`src/rtl/pcsr_pkg.sv`:
```
package pcsr_pkg;

    // ------------------------------------------------------------
    // Register map: printed indices, byte address is four times
    // ------------------------------------------------------------
    localparam int ADDR_W = 12;
    localparam logic [9:0] IDX_CTRL = 10'h000;
    localparam logic [9:0] IDX_STAT = 10'h001;
    localparam logic [9:0] IDX_IRQ_STAT = 10'h020;
    localparam logic [9:0] IDX_IRQ_MASK = 10'h021;
    localparam int IDX_LSB = 2;

    // ------------------------------------------------------------
    // Control word fields
    // ------------------------------------------------------------
    localparam int C_UNI = 5;
    localparam int C_RATE_LO = 6;
    localparam int C_COL_TEST = 7;
    localparam int C_DUPLEX = 8;
    localparam int C_RESTART = 9;
    localparam int C_ISOLATE = 10;
    localparam int C_PWRDN = 11;
    localparam int C_AN_EN = 12;
    localparam int C_RATE_HI = 13;
    localparam int C_LOOP = 14;
    localparam int C_RESET = 15;
    localparam logic CTRL_AN_EN_RST = 1'b1;

    // Gigabit rate code, bit 6 high and bit 13 low
    localparam logic RATE_LO_VAL = 1'b1;
    localparam logic RATE_HI_VAL = 1'b0;
    localparam logic COL_TEST_VAL = 1'b0;
    localparam logic DUPLEX_VAL = 1'b1;

    // ------------------------------------------------------------
    // Status word fields
    // ------------------------------------------------------------
    localparam int S_EXT = 0;
    localparam int S_LINK = 2;
    localparam int S_AN_ABIL = 3;
    localparam int S_AN_DONE = 5;
    localparam int S_ONE_WAY = 7;

    // ------------------------------------------------------------
    // Interrupt events
    // ------------------------------------------------------------
    localparam int IRQ_W = 3;
    localparam int E_LINK_LOST = 0;
    localparam int E_AN_DONE = 1;
    localparam int E_LINK_UP = 2;

    localparam logic [15:0] WORD_ZERO = 16'h0000;
    localparam logic [31:0] DATA_ZERO = 32'h0000_0000;

endpackage : pcsr_pkg

```
`src/rtl/pcsr_regs.sv`:
```
`timescale 1ns/1ps

module pcsr_regs
    import pcsr_pkg::*;
#(
    parameter bit ONE_WAY_CAP = 1'b1
)
(
    input wire logic clk_in,
    input wire logic srst_in,
    input wire logic psel_in,
    input wire logic penable_in,
    input wire logic pwrite_in,
    input wire logic [ADDR_W-1:0] paddr_in,
    input wire logic [31:0] pwdata_in,
    input wire logic [3:0] pstrb_in,
    output logic [31:0] prdata_out,
    output logic pready_out,
    output logic pslverr_out,
    input wire logic link_ok_in,
    input wire logic an_done_in,
    input wire logic reduced_tbi_in,
    output logic tx_allow_out,
    output logic an_enable_out,
    output logic an_restart_out,
    output logic isolate_out,
    output logic powerdown_out,
    output logic loopback_out,
    output logic sm_reset_out,
    output logic ability_valid_out,
    output logic irq_out
);

    // ------------------------------------------------------------
    // State
    // ------------------------------------------------------------
    logic uni_q, uni_d;
    logic restart_q, restart_d;
    logic isolate_q, isolate_d;
    logic pwrdn_q, pwrdn_d;
    logic an_en_q, an_en_d;
    logic loop_q, loop_d;
    logic rst_bit_q, rst_bit_d;
    logic link_latch_q, link_latch_d;
    logic link_prev_q, link_prev_d;
    logic an_cmpl_q, an_cmpl_d;
    logic [IRQ_W-1:0] irq_stat_q, irq_stat_d;
    logic [IRQ_W-1:0] irq_mask_q, irq_mask_d;
    logic [31:0] prdata_q, prdata_d;
    logic pready_q, pready_d;
    logic pslverr_q, pslverr_d;
    logic tx_allow_q, tx_allow_d;
    logic restart_pls_q, restart_pls_d;
    logic sm_rst_q, sm_rst_d;
    logic loop_out_q, loop_out_d;
    logic abil_q, abil_d;
    logic irq_q, irq_d;

    logic [9:0] idx;
    logic hit_ctrl, hit_stat, hit_istat, hit_imask, mapped;
    logic setup, wr_en, rd_en, lo_lane, hi_lane;
    logic [15:0] ctrl_word, stat_word;
    logic [IRQ_W-1:0] events;

    // ------------------------------------------------------------
    // Address decode and transfer phases
    // ------------------------------------------------------------
    // Misaligned byte addresses fall into the unmapped set on purpose
    assign idx = paddr_in[IDX_LSB+9:IDX_LSB];
    assign hit_ctrl = (idx == IDX_CTRL) && (paddr_in[IDX_LSB-1:0] == '0);
    assign hit_stat = (idx == IDX_STAT) && (paddr_in[IDX_LSB-1:0] == '0);
    assign hit_istat = (idx == IDX_IRQ_STAT) && (paddr_in[IDX_LSB-1:0] == '0);
    assign hit_imask = (idx == IDX_IRQ_MASK) && (paddr_in[IDX_LSB-1:0] == '0);
    assign mapped = hit_ctrl | hit_stat | hit_istat | hit_imask;
    assign setup = psel_in & ~penable_in & ~pready_q;
    assign wr_en = psel_in & penable_in & pready_q & pwrite_in & mapped;
    assign rd_en = psel_in & penable_in & pready_q & ~pwrite_in;
    assign lo_lane = pstrb_in[0];
    assign hi_lane = pstrb_in[1];

    // ------------------------------------------------------------
    // Readback words
    // ------------------------------------------------------------
    // Fixed fields are constants, so writes to them can never stick
    always_comb
    begin
        ctrl_word = WORD_ZERO;
        ctrl_word[C_UNI] = uni_q;
        ctrl_word[C_RATE_LO] = RATE_LO_VAL;
        ctrl_word[C_RATE_HI] = RATE_HI_VAL;
        ctrl_word[C_COL_TEST] = COL_TEST_VAL;
        ctrl_word[C_DUPLEX] = DUPLEX_VAL;
        ctrl_word[C_RESTART] = restart_q;
        ctrl_word[C_ISOLATE] = isolate_q;
        ctrl_word[C_PWRDN] = pwrdn_q;
        ctrl_word[C_AN_EN] = an_en_q;
        ctrl_word[C_LOOP] = loop_q;
        ctrl_word[C_RESET] = rst_bit_q;
        // Unused status positions stay at the zero default
        stat_word = WORD_ZERO;
        stat_word[S_EXT] = 1'b1;
        stat_word[S_AN_ABIL] = 1'b1;
        stat_word[S_LINK] = link_latch_q;
        stat_word[S_AN_DONE] = an_cmpl_q;
        stat_word[S_ONE_WAY] = ONE_WAY_CAP;
    end

    // Edge events from the link and negotiation inputs
    always_comb
    begin
        events = '0;
        events[E_LINK_LOST] = link_prev_q & ~link_ok_in;
        events[E_LINK_UP] = ~link_prev_q & link_ok_in;
        events[E_AN_DONE] = an_cmpl_d & ~an_cmpl_q;
    end

    // ------------------------------------------------------------
    // Next-state logic
    // ------------------------------------------------------------
    always_comb
    begin
        uni_d = uni_q;
        restart_d = restart_q;
        isolate_d = isolate_q;
        pwrdn_d = pwrdn_q;
        an_en_d = an_en_q;
        loop_d = loop_q;
        irq_mask_d = irq_mask_q;
        restart_pls_d = 1'b0;
        // Self-clearing: a set reset bit lives exactly one cycle
        rst_bit_d = 1'b0;
        prdata_d = prdata_q;
        pready_d = setup;
        pslverr_d = setup & ~mapped;
        if (setup)
        begin
            prdata_d = DATA_ZERO;
            if (!pwrite_in)
            begin
                unique case (1'b1)
                    hit_ctrl: prdata_d[15:0] = ctrl_word;
                    hit_stat: prdata_d[15:0] = stat_word;
                    hit_istat: prdata_d[IRQ_W-1:0] = irq_stat_q;
                    hit_imask: prdata_d[IRQ_W-1:0] = irq_mask_q;
                    default: prdata_d = DATA_ZERO;
                endcase
            end
        end
        if (wr_en && hit_ctrl && lo_lane)
        begin
            uni_d = pwdata_in[C_UNI];
        end
        if (wr_en && hit_ctrl && hi_lane)
        begin
            restart_d = pwdata_in[C_RESTART];
            restart_pls_d = pwdata_in[C_RESTART];
            isolate_d = pwdata_in[C_ISOLATE];
            pwrdn_d = pwdata_in[C_PWRDN];
            an_en_d = pwdata_in[C_AN_EN];
            loop_d = pwdata_in[C_LOOP];
            rst_bit_d = pwdata_in[C_RESET];
        end
        if (wr_en && hit_imask && lo_lane)
        begin
            irq_mask_d = pwdata_in[IRQ_W-1:0];
        end
        // Event beats the write-one clear in the same cycle
        irq_stat_d = irq_stat_q;
        if (wr_en && hit_istat && lo_lane)
        begin
            irq_stat_d = irq_stat_q & ~pwdata_in[IRQ_W-1:0];
        end
        irq_stat_d = irq_stat_d | events;
        // Latch-low link: a read reloads the live level
        if (rd_en && hit_stat)
        begin
            link_latch_d = link_ok_in;
        end
        else
        begin
            link_latch_d = link_latch_q & link_ok_in;
        end
        link_prev_d = link_ok_in;
        // Completion drops on restart or reset so stale abilities are not trusted
        an_cmpl_d = an_done_in & an_en_q & ~restart_pls_q & ~sm_rst_q;
        // Unidirectional bit only counts with negotiation off
        tx_allow_d = link_ok_in | (~an_en_q & uni_q);
        sm_rst_d = rst_bit_q;
        loop_out_d = loop_q & ~reduced_tbi_in;
        abil_d = an_cmpl_q;
        irq_d = |(irq_stat_q & irq_mask_q);
    end

    // ------------------------------------------------------------
    // Registers
    // ------------------------------------------------------------
    always_ff @(posedge clk_in)
    begin
        if (srst_in)
        begin
            uni_q <= 1'b0;
            restart_q <= 1'b0;
            isolate_q <= 1'b0;
            pwrdn_q <= 1'b0;
            an_en_q <= CTRL_AN_EN_RST;
            loop_q <= 1'b0;
            rst_bit_q <= 1'b0;
            link_latch_q <= 1'b0;
            link_prev_q <= 1'b0;
            an_cmpl_q <= 1'b0;
            irq_stat_q <= '0;
            irq_mask_q <= '0;
            prdata_q <= DATA_ZERO;
            pready_q <= 1'b0;
            pslverr_q <= 1'b0;
            tx_allow_q <= 1'b0;
            restart_pls_q <= 1'b0;
            sm_rst_q <= 1'b0;
            loop_out_q <= 1'b0;
            abil_q <= 1'b0;
            irq_q <= 1'b0;
        end
        else
        begin
            uni_q <= uni_d;
            restart_q <= restart_d;
            isolate_q <= isolate_d;
            pwrdn_q <= pwrdn_d;
            an_en_q <= an_en_d;
            loop_q <= loop_d;
            rst_bit_q <= rst_bit_d;
            link_latch_q <= link_latch_d;
            link_prev_q <= link_prev_d;
            an_cmpl_q <= an_cmpl_d;
            irq_stat_q <= irq_stat_d;
            irq_mask_q <= irq_mask_d;
            prdata_q <= prdata_d;
            pready_q <= pready_d;
            pslverr_q <= pslverr_d;
            tx_allow_q <= tx_allow_d;
            restart_pls_q <= restart_pls_d;
            sm_rst_q <= sm_rst_d;
            loop_out_q <= loop_out_d;
            abil_q <= abil_d;
            irq_q <= irq_d;
        end
    end

    // ------------------------------------------------------------
    // Outputs, all from flops
    // ------------------------------------------------------------
    assign prdata_out = prdata_q;
    assign pready_out = pready_q;
    assign pslverr_out = pslverr_q;
    assign tx_allow_out = tx_allow_q;
    assign an_enable_out = an_en_q;
    assign an_restart_out = restart_pls_q;
    assign isolate_out = isolate_q;
    assign powerdown_out = pwrdn_q;
    assign loopback_out = loop_out_q;
    assign sm_reset_out = sm_rst_q;
    assign ability_valid_out = abil_q;
    assign irq_out = irq_q;

    logic ctrl_hi_wr;
    assign ctrl_hi_wr = wr_en & hit_ctrl & hi_lane;
endmodule // pcsr_regs

```
`config.mk`:
```
export PLATFORM = sky130hd
export DESIGN_NAME = pcsr_regs
export DESIGN_NICKNAME = d
export VERILOG_FILES = /design/src/rtl/pcsr_pkg.sv /design/src/rtl/pcsr_regs.sv
export SDC_FILE = /design/constraint.sdc
export NUM_CORES = 1
export LEC_CHECK = 0
export BUFFER_PORTS_ARGS = -buffer_cell sky130_fd_sc_hd__buf_2
export CAP_MARGIN = 10
export CORE_MARGIN = 2
export CORE_UTILIZATION = 46
export CTS_BUF_LIST = sky130_fd_sc_hd__clkbuf_16
export DETAILED_ROUTE_END_ITERATION = 10
export PLACE_DENSITY = 0.84
export SYNTH_ARGS = -nofsm -noshare
export SYNTH_HDL_FRONTEND = slang
export SYNTH_SLANG_ARGS = --single-unit
```
`constraint.sdc`:
```
create_clock -name clk_in -period 4.3 [get_ports clk_in]
set_input_delay 0.43 -clock clk_in [delete_from_list [all_inputs] [get_ports clk_in]]
set_output_delay 0.43 -clock clk_in [all_outputs]
set_load 0.1 [all_outputs]
```
==> results.md, run 1 <==
* Area Growth Syn to Fin at 19.73%
* CP Data Required Time at 4.46 ns
* CTS sink cnt at 36
* Initial antenna violation count at 0
* Final setup TNS at 0 ns
* Highest clock rate at 545.8 MHz
* Antenna-violating nets left at 0
* Crit path depth at 5
* Critical Path AT at 1.99 ns
* Simple-gate share of the synthesized area at 26.61%
* Final min period at 1.832 ns
* Max cap viols at 0
* R2R setup slack at 2.66 ns
* VDD IR-drop max at 0.1897 mV
* Clk_lat worst skew at 0.28 ns
* First-pass GRT wire length at 6251 microns
* Final setup violation count at 0
* Largest family of logic cells by synthesized area: simple AND/OR/NAND/NOR gates
* Top cells by area, synth: dfxtp_1, buf_4, a21oi_1
* Max Slew Vio Count at 0
* Worst path bufs/invs at 1
* Reg2reg path depth at 4
* Maximum clock insertion buffer count at 2
* Critical path capture point type: flip-flop
* Post-synthesis cell area at 0.001655 sq mm
* Vias per cell at 5.208
* Layout cell share with drive strength beyond 1 at 28.57%
* Syn Area/Cell at 8.712 sq um
* Area leader, netlist: dfxtp_1
* TritonCTS clock tree: built
* CP max stage cell: nor2_1
* Clock slew at reported path FFs at 0.05 ns
* Via count at 1479
* Measured slew at the worst slew-check pin at 0.7674 ns
* Register area share after synthesis at 43.54%
* Core outline area at 0.003390 sq mm
* Setup Skew at 0.002127 ns
* DP HPWL at 2679 microns
* Num ports at 99
* Worst Hold Class: input pin to flip-flop
* ANT cells at 0
* Yosys warnings at 0
* DP Cell Count at 277
* Wirelength per Cell at 13.06 microns
* All-Layer GR Usage at 19.72%
* Post-CTS Setup Bufs at 0
* Unique cell type count in the Yosys netlist at 37
* Total Power at 805.3 uW
* Number of global-route vias before repair at 1409
* Port Buffers at 56
* Drt drc at 0
* Die area at 0.004094 sq mm
* Chip Width at 63.99 microns
* Post-Synthesis Cells at 190
* Crit-path max cell delay at 0.61 ns
* Cell depth of the worst hold path at 2
* Clk root buf: clkbuf_16
* H-tree depth at 2
* Share of Yosys cell area claimed by the top area cell type at 43.54%
* Cell Pwr Density at 406.3 mW/mm^2
* Inserted Clock Buffers at 5
* Worst-path cell chain: buf_2 -> nor2_1 -> and2_1 -> a21oi_2 -> a311o_1
* Count of state elements after synthesis at 36
* Startpoint Class: input pin
* Compound-Gate Fraction of Synth Area at 14.51%
* Mux contribution to synthesized area at 1.361%
* DR iter-0 viols at 49
* Nets at 294
* RSZ-0062 raised after global routing: no
* Endpoints failing hold at 0
* GR Overflow Total at 0
* Final wirelength at 3710 microns
* CP Max Fanout at 11
* Largest register FFs at 12
* Finished Cell Area at 0.001982 sq mm
* Cell row count at 21
* Die Ht at 63.99 microns
* Slew headroom at 48.65%
* Largest net degree at the start of global routing at 37
* Hold buffer count at CTS at 0
* Non-Filler Instances at 284
* Gp weighted congestion at 0.8367
* Crit share post-route at 42.61%
* Post-cts sizing count at 0
* Leakage at 0.0008524 uW
* Fraction of the mapped netlist area in adder cells at 0%
* XOR/XNOR Fraction of Synth Area at 0%
* Critical setup path kind: input pin to flip-flop
* Initial Utilization at 48.84%
* Drt first pass iters at 4
* Status: finished, final reports clean
* Placement Cell Area at 0.001848 sq mm
* FILL cells at 305
* Cell family with most CP delay: simple AND/OR/NAND/NOR gates
[cell families (layout without fill, tap and decap cells)]
logic type	Yosys count	in the layout
other cells	1	18
buf+inv	36	67
flops	36	36
simple gates	74	74
compound gates	41	41
mux	2	2
[per-layer routing]
metal  track usage [%]  wire length, microns  up-vias
met2             33.59                  1857       60
met3             4.930                   258        7
met5                 0                     0        -
li1                  -                     -      733
met1             22.60                  1528      679
met4             10.33                    65        0
[synth_stat cells]
master     count
nand2_1       17
conb_1         1
o2bb2ai_1      1
or3b_1         1
buf_6          2
o311ai_1       1
nor4_4         2
dfxtp_1       36
a31oi_1        1
o21ai_0        9
and2_1         2
nor4_1         1
a21o_1         1
and4b_1        1
nor3_1         1
nand2b_1       3
buf_4         20
and3_1         2
nand4_1       15
a21oi_2        1
or3_1          1
nor2b_1        5
buf_2          2
inv_1          3
a22o_1         1
nand3_1        8
o31ai_1        1
a222oi_1       1
nor3b_1        5
nor2_1         7
o2111ai_1      1
nand3b_1       1
mux2_2         2
and4_1         2
a311o_1        1
clkbuf_1       9
a21oi_1       22
[worst paths after layout]
path | startpoint | endpoint
min | reduced_tbi_in | loopback_out
max | paddr_in[2] | an_enable_out
max reg2reg | pready_out | an_enable_out
min reg2reg | prdata_out[12] | prdata_out[12]
[power by group]
part           internal, uW  leakage [uW]  total [uW]  switching (uW)
Clock                   208     0.0000709         334             127
Sequential              339      0.000292         342            2.79
Combinational          20.2      0.000490         129             109
[worst reg2reg max path: stages, from the launching register on]
cell     delay, ns
dfxtp_1       0.37
and4_1        0.28
and4_1        0.46
a21oi_2       0.09
a311o_1       0.32
[final cells by class]
class                      count  area (sq um)  share of cell area, %
sequential                    36         720.7                  36.36
clock inverter                 2         8.758                 0.4419
inverter                       3         11.26                 0.5682
clock buffer                   5         125.1                  6.313
multi-input combinational    135         770.7                  38.89
timing repair buffer          57         287.8                  14.52
tap                           46         57.56                  2.904
[through the flow]
stage               setup WS, ns  hold slack [ns]  utilization (%)
floorplan                  2.165           0.4311                -
global placement           2.237           0.4377            54.52
detailed placement         2.247           0.4404            54.52
CTS                        2.497           0.3048            58.47
global route               2.376           0.3113            58.47
finish                     2.468           0.3092            58.47
[placed cells by master, fill, tap and decap left out, drive strengths merged]
cell / count
nand3b: 1
buf: 57
inv: 4
o31ai: 1
o2bb2ai: 1
a21oi: 23
or3b: 1
nor3b: 5
a222oi: 1
nor2b: 5
nand3: 8
nor2: 7
and4b: 1
nand2b: 3
conb: 18
nand2: 17
a31oi: 1
nand4: 15
or3: 1
o2111ai: 1
o311ai: 1
nor4: 3
clkinv: 1
mux2: 2
a21o: 1
clkbuf: 5
nor3: 1
dfxtp: 36
a311o: 1
a22o: 1
and3: 2
and4: 2
and2: 2
o21ai: 9
Note: power is estimated with default switching activity, not from simulation.
==> inputs of run 2 (changes only) <==
--- a/config.mk
+++ b/config.mk
@@ -8,10 +8,10 @@
 export BUFFER_PORTS_ARGS = -buffer_cell sky130_fd_sc_hd__buf_2
 export CAP_MARGIN = 10
 export CORE_MARGIN = 2
-export CORE_UTILIZATION = 46
+export CORE_UTILIZATION = 43
 export CTS_BUF_LIST = sky130_fd_sc_hd__clkbuf_16
 export DETAILED_ROUTE_END_ITERATION = 10
-export PLACE_DENSITY = 0.84
+export PLACE_DENSITY = 0.8
 export SYNTH_ARGS = -nofsm -noshare
 export SYNTH_HDL_FRONTEND = slang
 export SYNTH_SLANG_ARGS = --single-unit
==> constraint.sdc (replaced) <==
create_clock -name clk_in -period 1.7 [get_ports clk_in]
set_input_delay 0.17 -clock clk_in [delete_from_list [all_inputs] [get_ports clk_in]]
set_output_delay 0.17 -clock clk_in [all_outputs]
set_load 0.1 [all_outputs]
==> run 2 against run 1 <==
Utilization decreased by 3.5 points. Register-to-register slack got worse by 2.4 ns. Global-route usage decreased by 1.1 points. Count of clock-buffer cells in the layout unchanged. Hold slack got worse by 0.26 ns. Combinational power increased to 2.6 times the previous value. Power increased to 2.5 times the previous value. Critical path depth decreased by 1. Clock power increased to 2.5 times the previous value. Routed wire length increased by 3.0%. Flip-flop and latch count unchanged. Via count increased by 0.61%. Largest cell class unchanged. Largest power group unchanged. Highest routed layer unchanged.
==> results.md, run 2 (same netlist as run 1, synthesis figures left out) <==
* Worst-path cell chain: and4_1 -> nand4_1 -> o31ai_1 -> a21oi_1
* TritonCTS clock tree: built
* FILL cells at 374 (+23%)
* Post-cts sizing count at 0 (unchanged)
* Die Ht at 66.05 microns (+3.2%)
* Setup Skew at 0.003100 ns (+0.0009724 ns)
* Final setup TNS at 0 ns (unchanged)
* Hold Path Sink: loopback_out
* Initial Utilization at 44.88% (-4.0 points)
* Clk root buf: clkbuf_16
* Final wirelength at 3821 microns (+3.0%)
* Drt drc at 0 (unchanged)
* RSZ-0062 raised after global routing: no
* Met1 Track Usage GR at 22.35% (-0.25 points)
* Largest register FFs at 12 (unchanged)
* Total Power at 2034 uW (+150%)
* Largest net degree at the start of global routing at 37 (unchanged)
* VDD IR-drop max at 0.4424 mV (+130%)
* CP Data Required Time at 1.83 ns (-2.63 ns)
* Area Growth Syn to Fin at 22.52%
* Wirelength per Cell at 13.09 microns (+0.17%)
* Measured slew at the worst slew-check pin at 0.6356 ns (-0.1318 ns)
* Grt met2 use at 32.32% (-1.3 points)
* Reg2reg path depth at 4 (unchanged)
* Worst Min Path Start: reduced_tbi_in
* Clk_lat worst skew at 0.27 ns (about the same)
* DR iter-0 viols at 88 (+80%)
* CTS sink cnt at 36 (unchanged)
* Port Buffers at 56 (unchanged)
* Final setup violation count at 0 (unchanged)
* Most frequent cells in the layout: buf_2, dfxtp_1, a21oi_1, conb_1, nand2_1
* Inserted Clock Buffers at 5 (unchanged)
* Commonest non-fill, non-tap cell in the layout: buf_2
* Max cap viols at 0 (unchanged)
* CP Max Fanout at 7 (-4)
* Gp weighted congestion at 0.7947 (-5.0%)
* First-pass GRT wire length at 6203 microns (-0.77%)
* Worst Hold Class: input pin to flip-flop
* Highest clock rate at 677.3 MHz
* Cell Pwr Density at 1003 mW/mm^2 (+150%)
* CP max stage cell: dfxtp_4
* Vias per cell at 5.096 (-2.1%)
* Chip Width at 66.05 microns (+3.2%)
* Cell depth of the worst hold path at 2 (unchanged)
* Die area at 0.004362 sq mm (+6.5%)
* Clock slew at reported path FFs at 0.05 ns (about the same)
* Met3 GRT Util at 4.259% (-0.67 points)
* Endpoints failing hold at 0 (unchanged)
* Initial antenna violation count at 0 (unchanged)
* Cell row count at 22 (+4.8%)
* Layout cell share with drive strength beyond 1 at 29.92% (+1.3 points)
* Core outline area at 0.003689 sq mm (+8.8%)
* R2R setup slack at 0.22 ns (-2.44 ns)
* Drt first pass iters at 4 (unchanged)
* Crit share post-route at 86.85%
* DP HPWL at 2915 microns (+8.8%)
* Startpoint Class: flip-flop
* Via count at 1488 (+0.61%)
* FF-to-FF Start: pready_out
* Critical setup path kind: flip-flop to flip-flop
* H-tree depth at 2 (unchanged)
* Number of global-route vias before repair at 1380 (-2.1%)
* Status: finished, final reports clean
* Nets at 299 (+1.7%)
* All-Layer GR Usage at 18.62% (-1.1 points)
* GR Overflow Total at 0 (unchanged)
* Hold buffer count at CTS at 0 (unchanged)
* Max Slew Vio Count at 0 (unchanged)
* RR Endpoint: uni_q
* Maximum clock insertion buffer count at 2 (unchanged)
* Most Crowded Layer GR: met2
* Leakage at 0.0008783 uW (+3.0%)
* Antenna-violating nets left at 0 (unchanged)
* Num ports at 99 (unchanged)
* Crit-path max cell delay at 0.35 ns (-0.26 ns)
* Slew headroom at 57.63% (+9.0 points)
* Critical Path AT at 1.61 ns (-0.38 ns)
* Post-CTS Setup Bufs at 0 (unchanged)
* Final min period at 1.476 ns
* Critical path capture point type: flip-flop
* ANT cells at 0 (unchanged)
==> run 2: changes by cell type in the layout (fill, tap and decap cells not counted) <==
cell	before	now
buf_4	1	6
clkinv_1	0	2
clkinv_2	1	0
dfxtp_1	36	35
dfxtp_4	0	1
==> run 2: worst max-delay path, delay by kind of cell, from the launching register on <==
kind,cells,cell delay (ns)
AOI/OAI and AO/OA,2,0.44
and+or+nand+nor,2,0.55
DFF,1,0.35
==> run 2: final cells by class <==
cell class / instances / area (sq um) / area share (%)
clock buffer: 5 / 125.1 / 6.169
clock inverter: 3 / 11.26 / 0.5552
inverter: 3 / 11.26 / 0.5552
multi-input combinational: 135 / 770.7 / 38.00
sequential: 36 / 724.4 / 35.72
tap: 48 / 60.06 / 2.961
timing repair buffer: 62 / 325.3 / 16.04
==> run 2: report_power, final <==
group	switching [uW]	internal (uW)	leakage, uW
Sequential	7.31	856	0.000293
Clock	312	526	0.0000701
Combinational	279	54.3	0.000516
Total	598	1440	0.000878
==> run 2: per-stage QoR <==
stage / instances / setup WS [ns] / area, sq um / util, % / hold slack [ns]
CTS: 292 / 0.2554 / 2028 / 54.99 / 0.04912
global route: 292 / 0.1248 / 2028 / 54.99 / 0.05847
floorplan: 207 / 0.09007 / 1723 / - / 0.2461
finish: 292 / 0.2236 / 2028 / 54.99 / 0.05172
global placement: 284 / 0.1764 / 1892 / 51.29 / 0.3342
detailed placement: 284 / 0.1520 / 1892 / 51.29 / 0.3379
==> run 2: per-layer routing <==
metal	routed length, microns	part of all wire (%)	vias up
li1	-	-	745
met1	1589	42	686
met2	1931	51	50
met3	240	6.3	7
met4	61	1.6	0
met5	0	0	-
==> run 2: how the worst max path moves through the flow <==
stage | startpoint | to | slack [ns] | cells after the start
3_3_place_gp | paddr_in[3] | uni_q | 0.18 | 5
6_report | pready_out | uni_q | 0.22 | 4
5_1_grt | pready_out | uni_q | 0.12 | 4
4_1_cts | pready_out | uni_q | 0.26 | 4
3_5_place_dp | paddr_in[1] | uni_q | 0.15 | 5
2_1_floorplan | pready_out | an_enable_out | 0.09 | 5
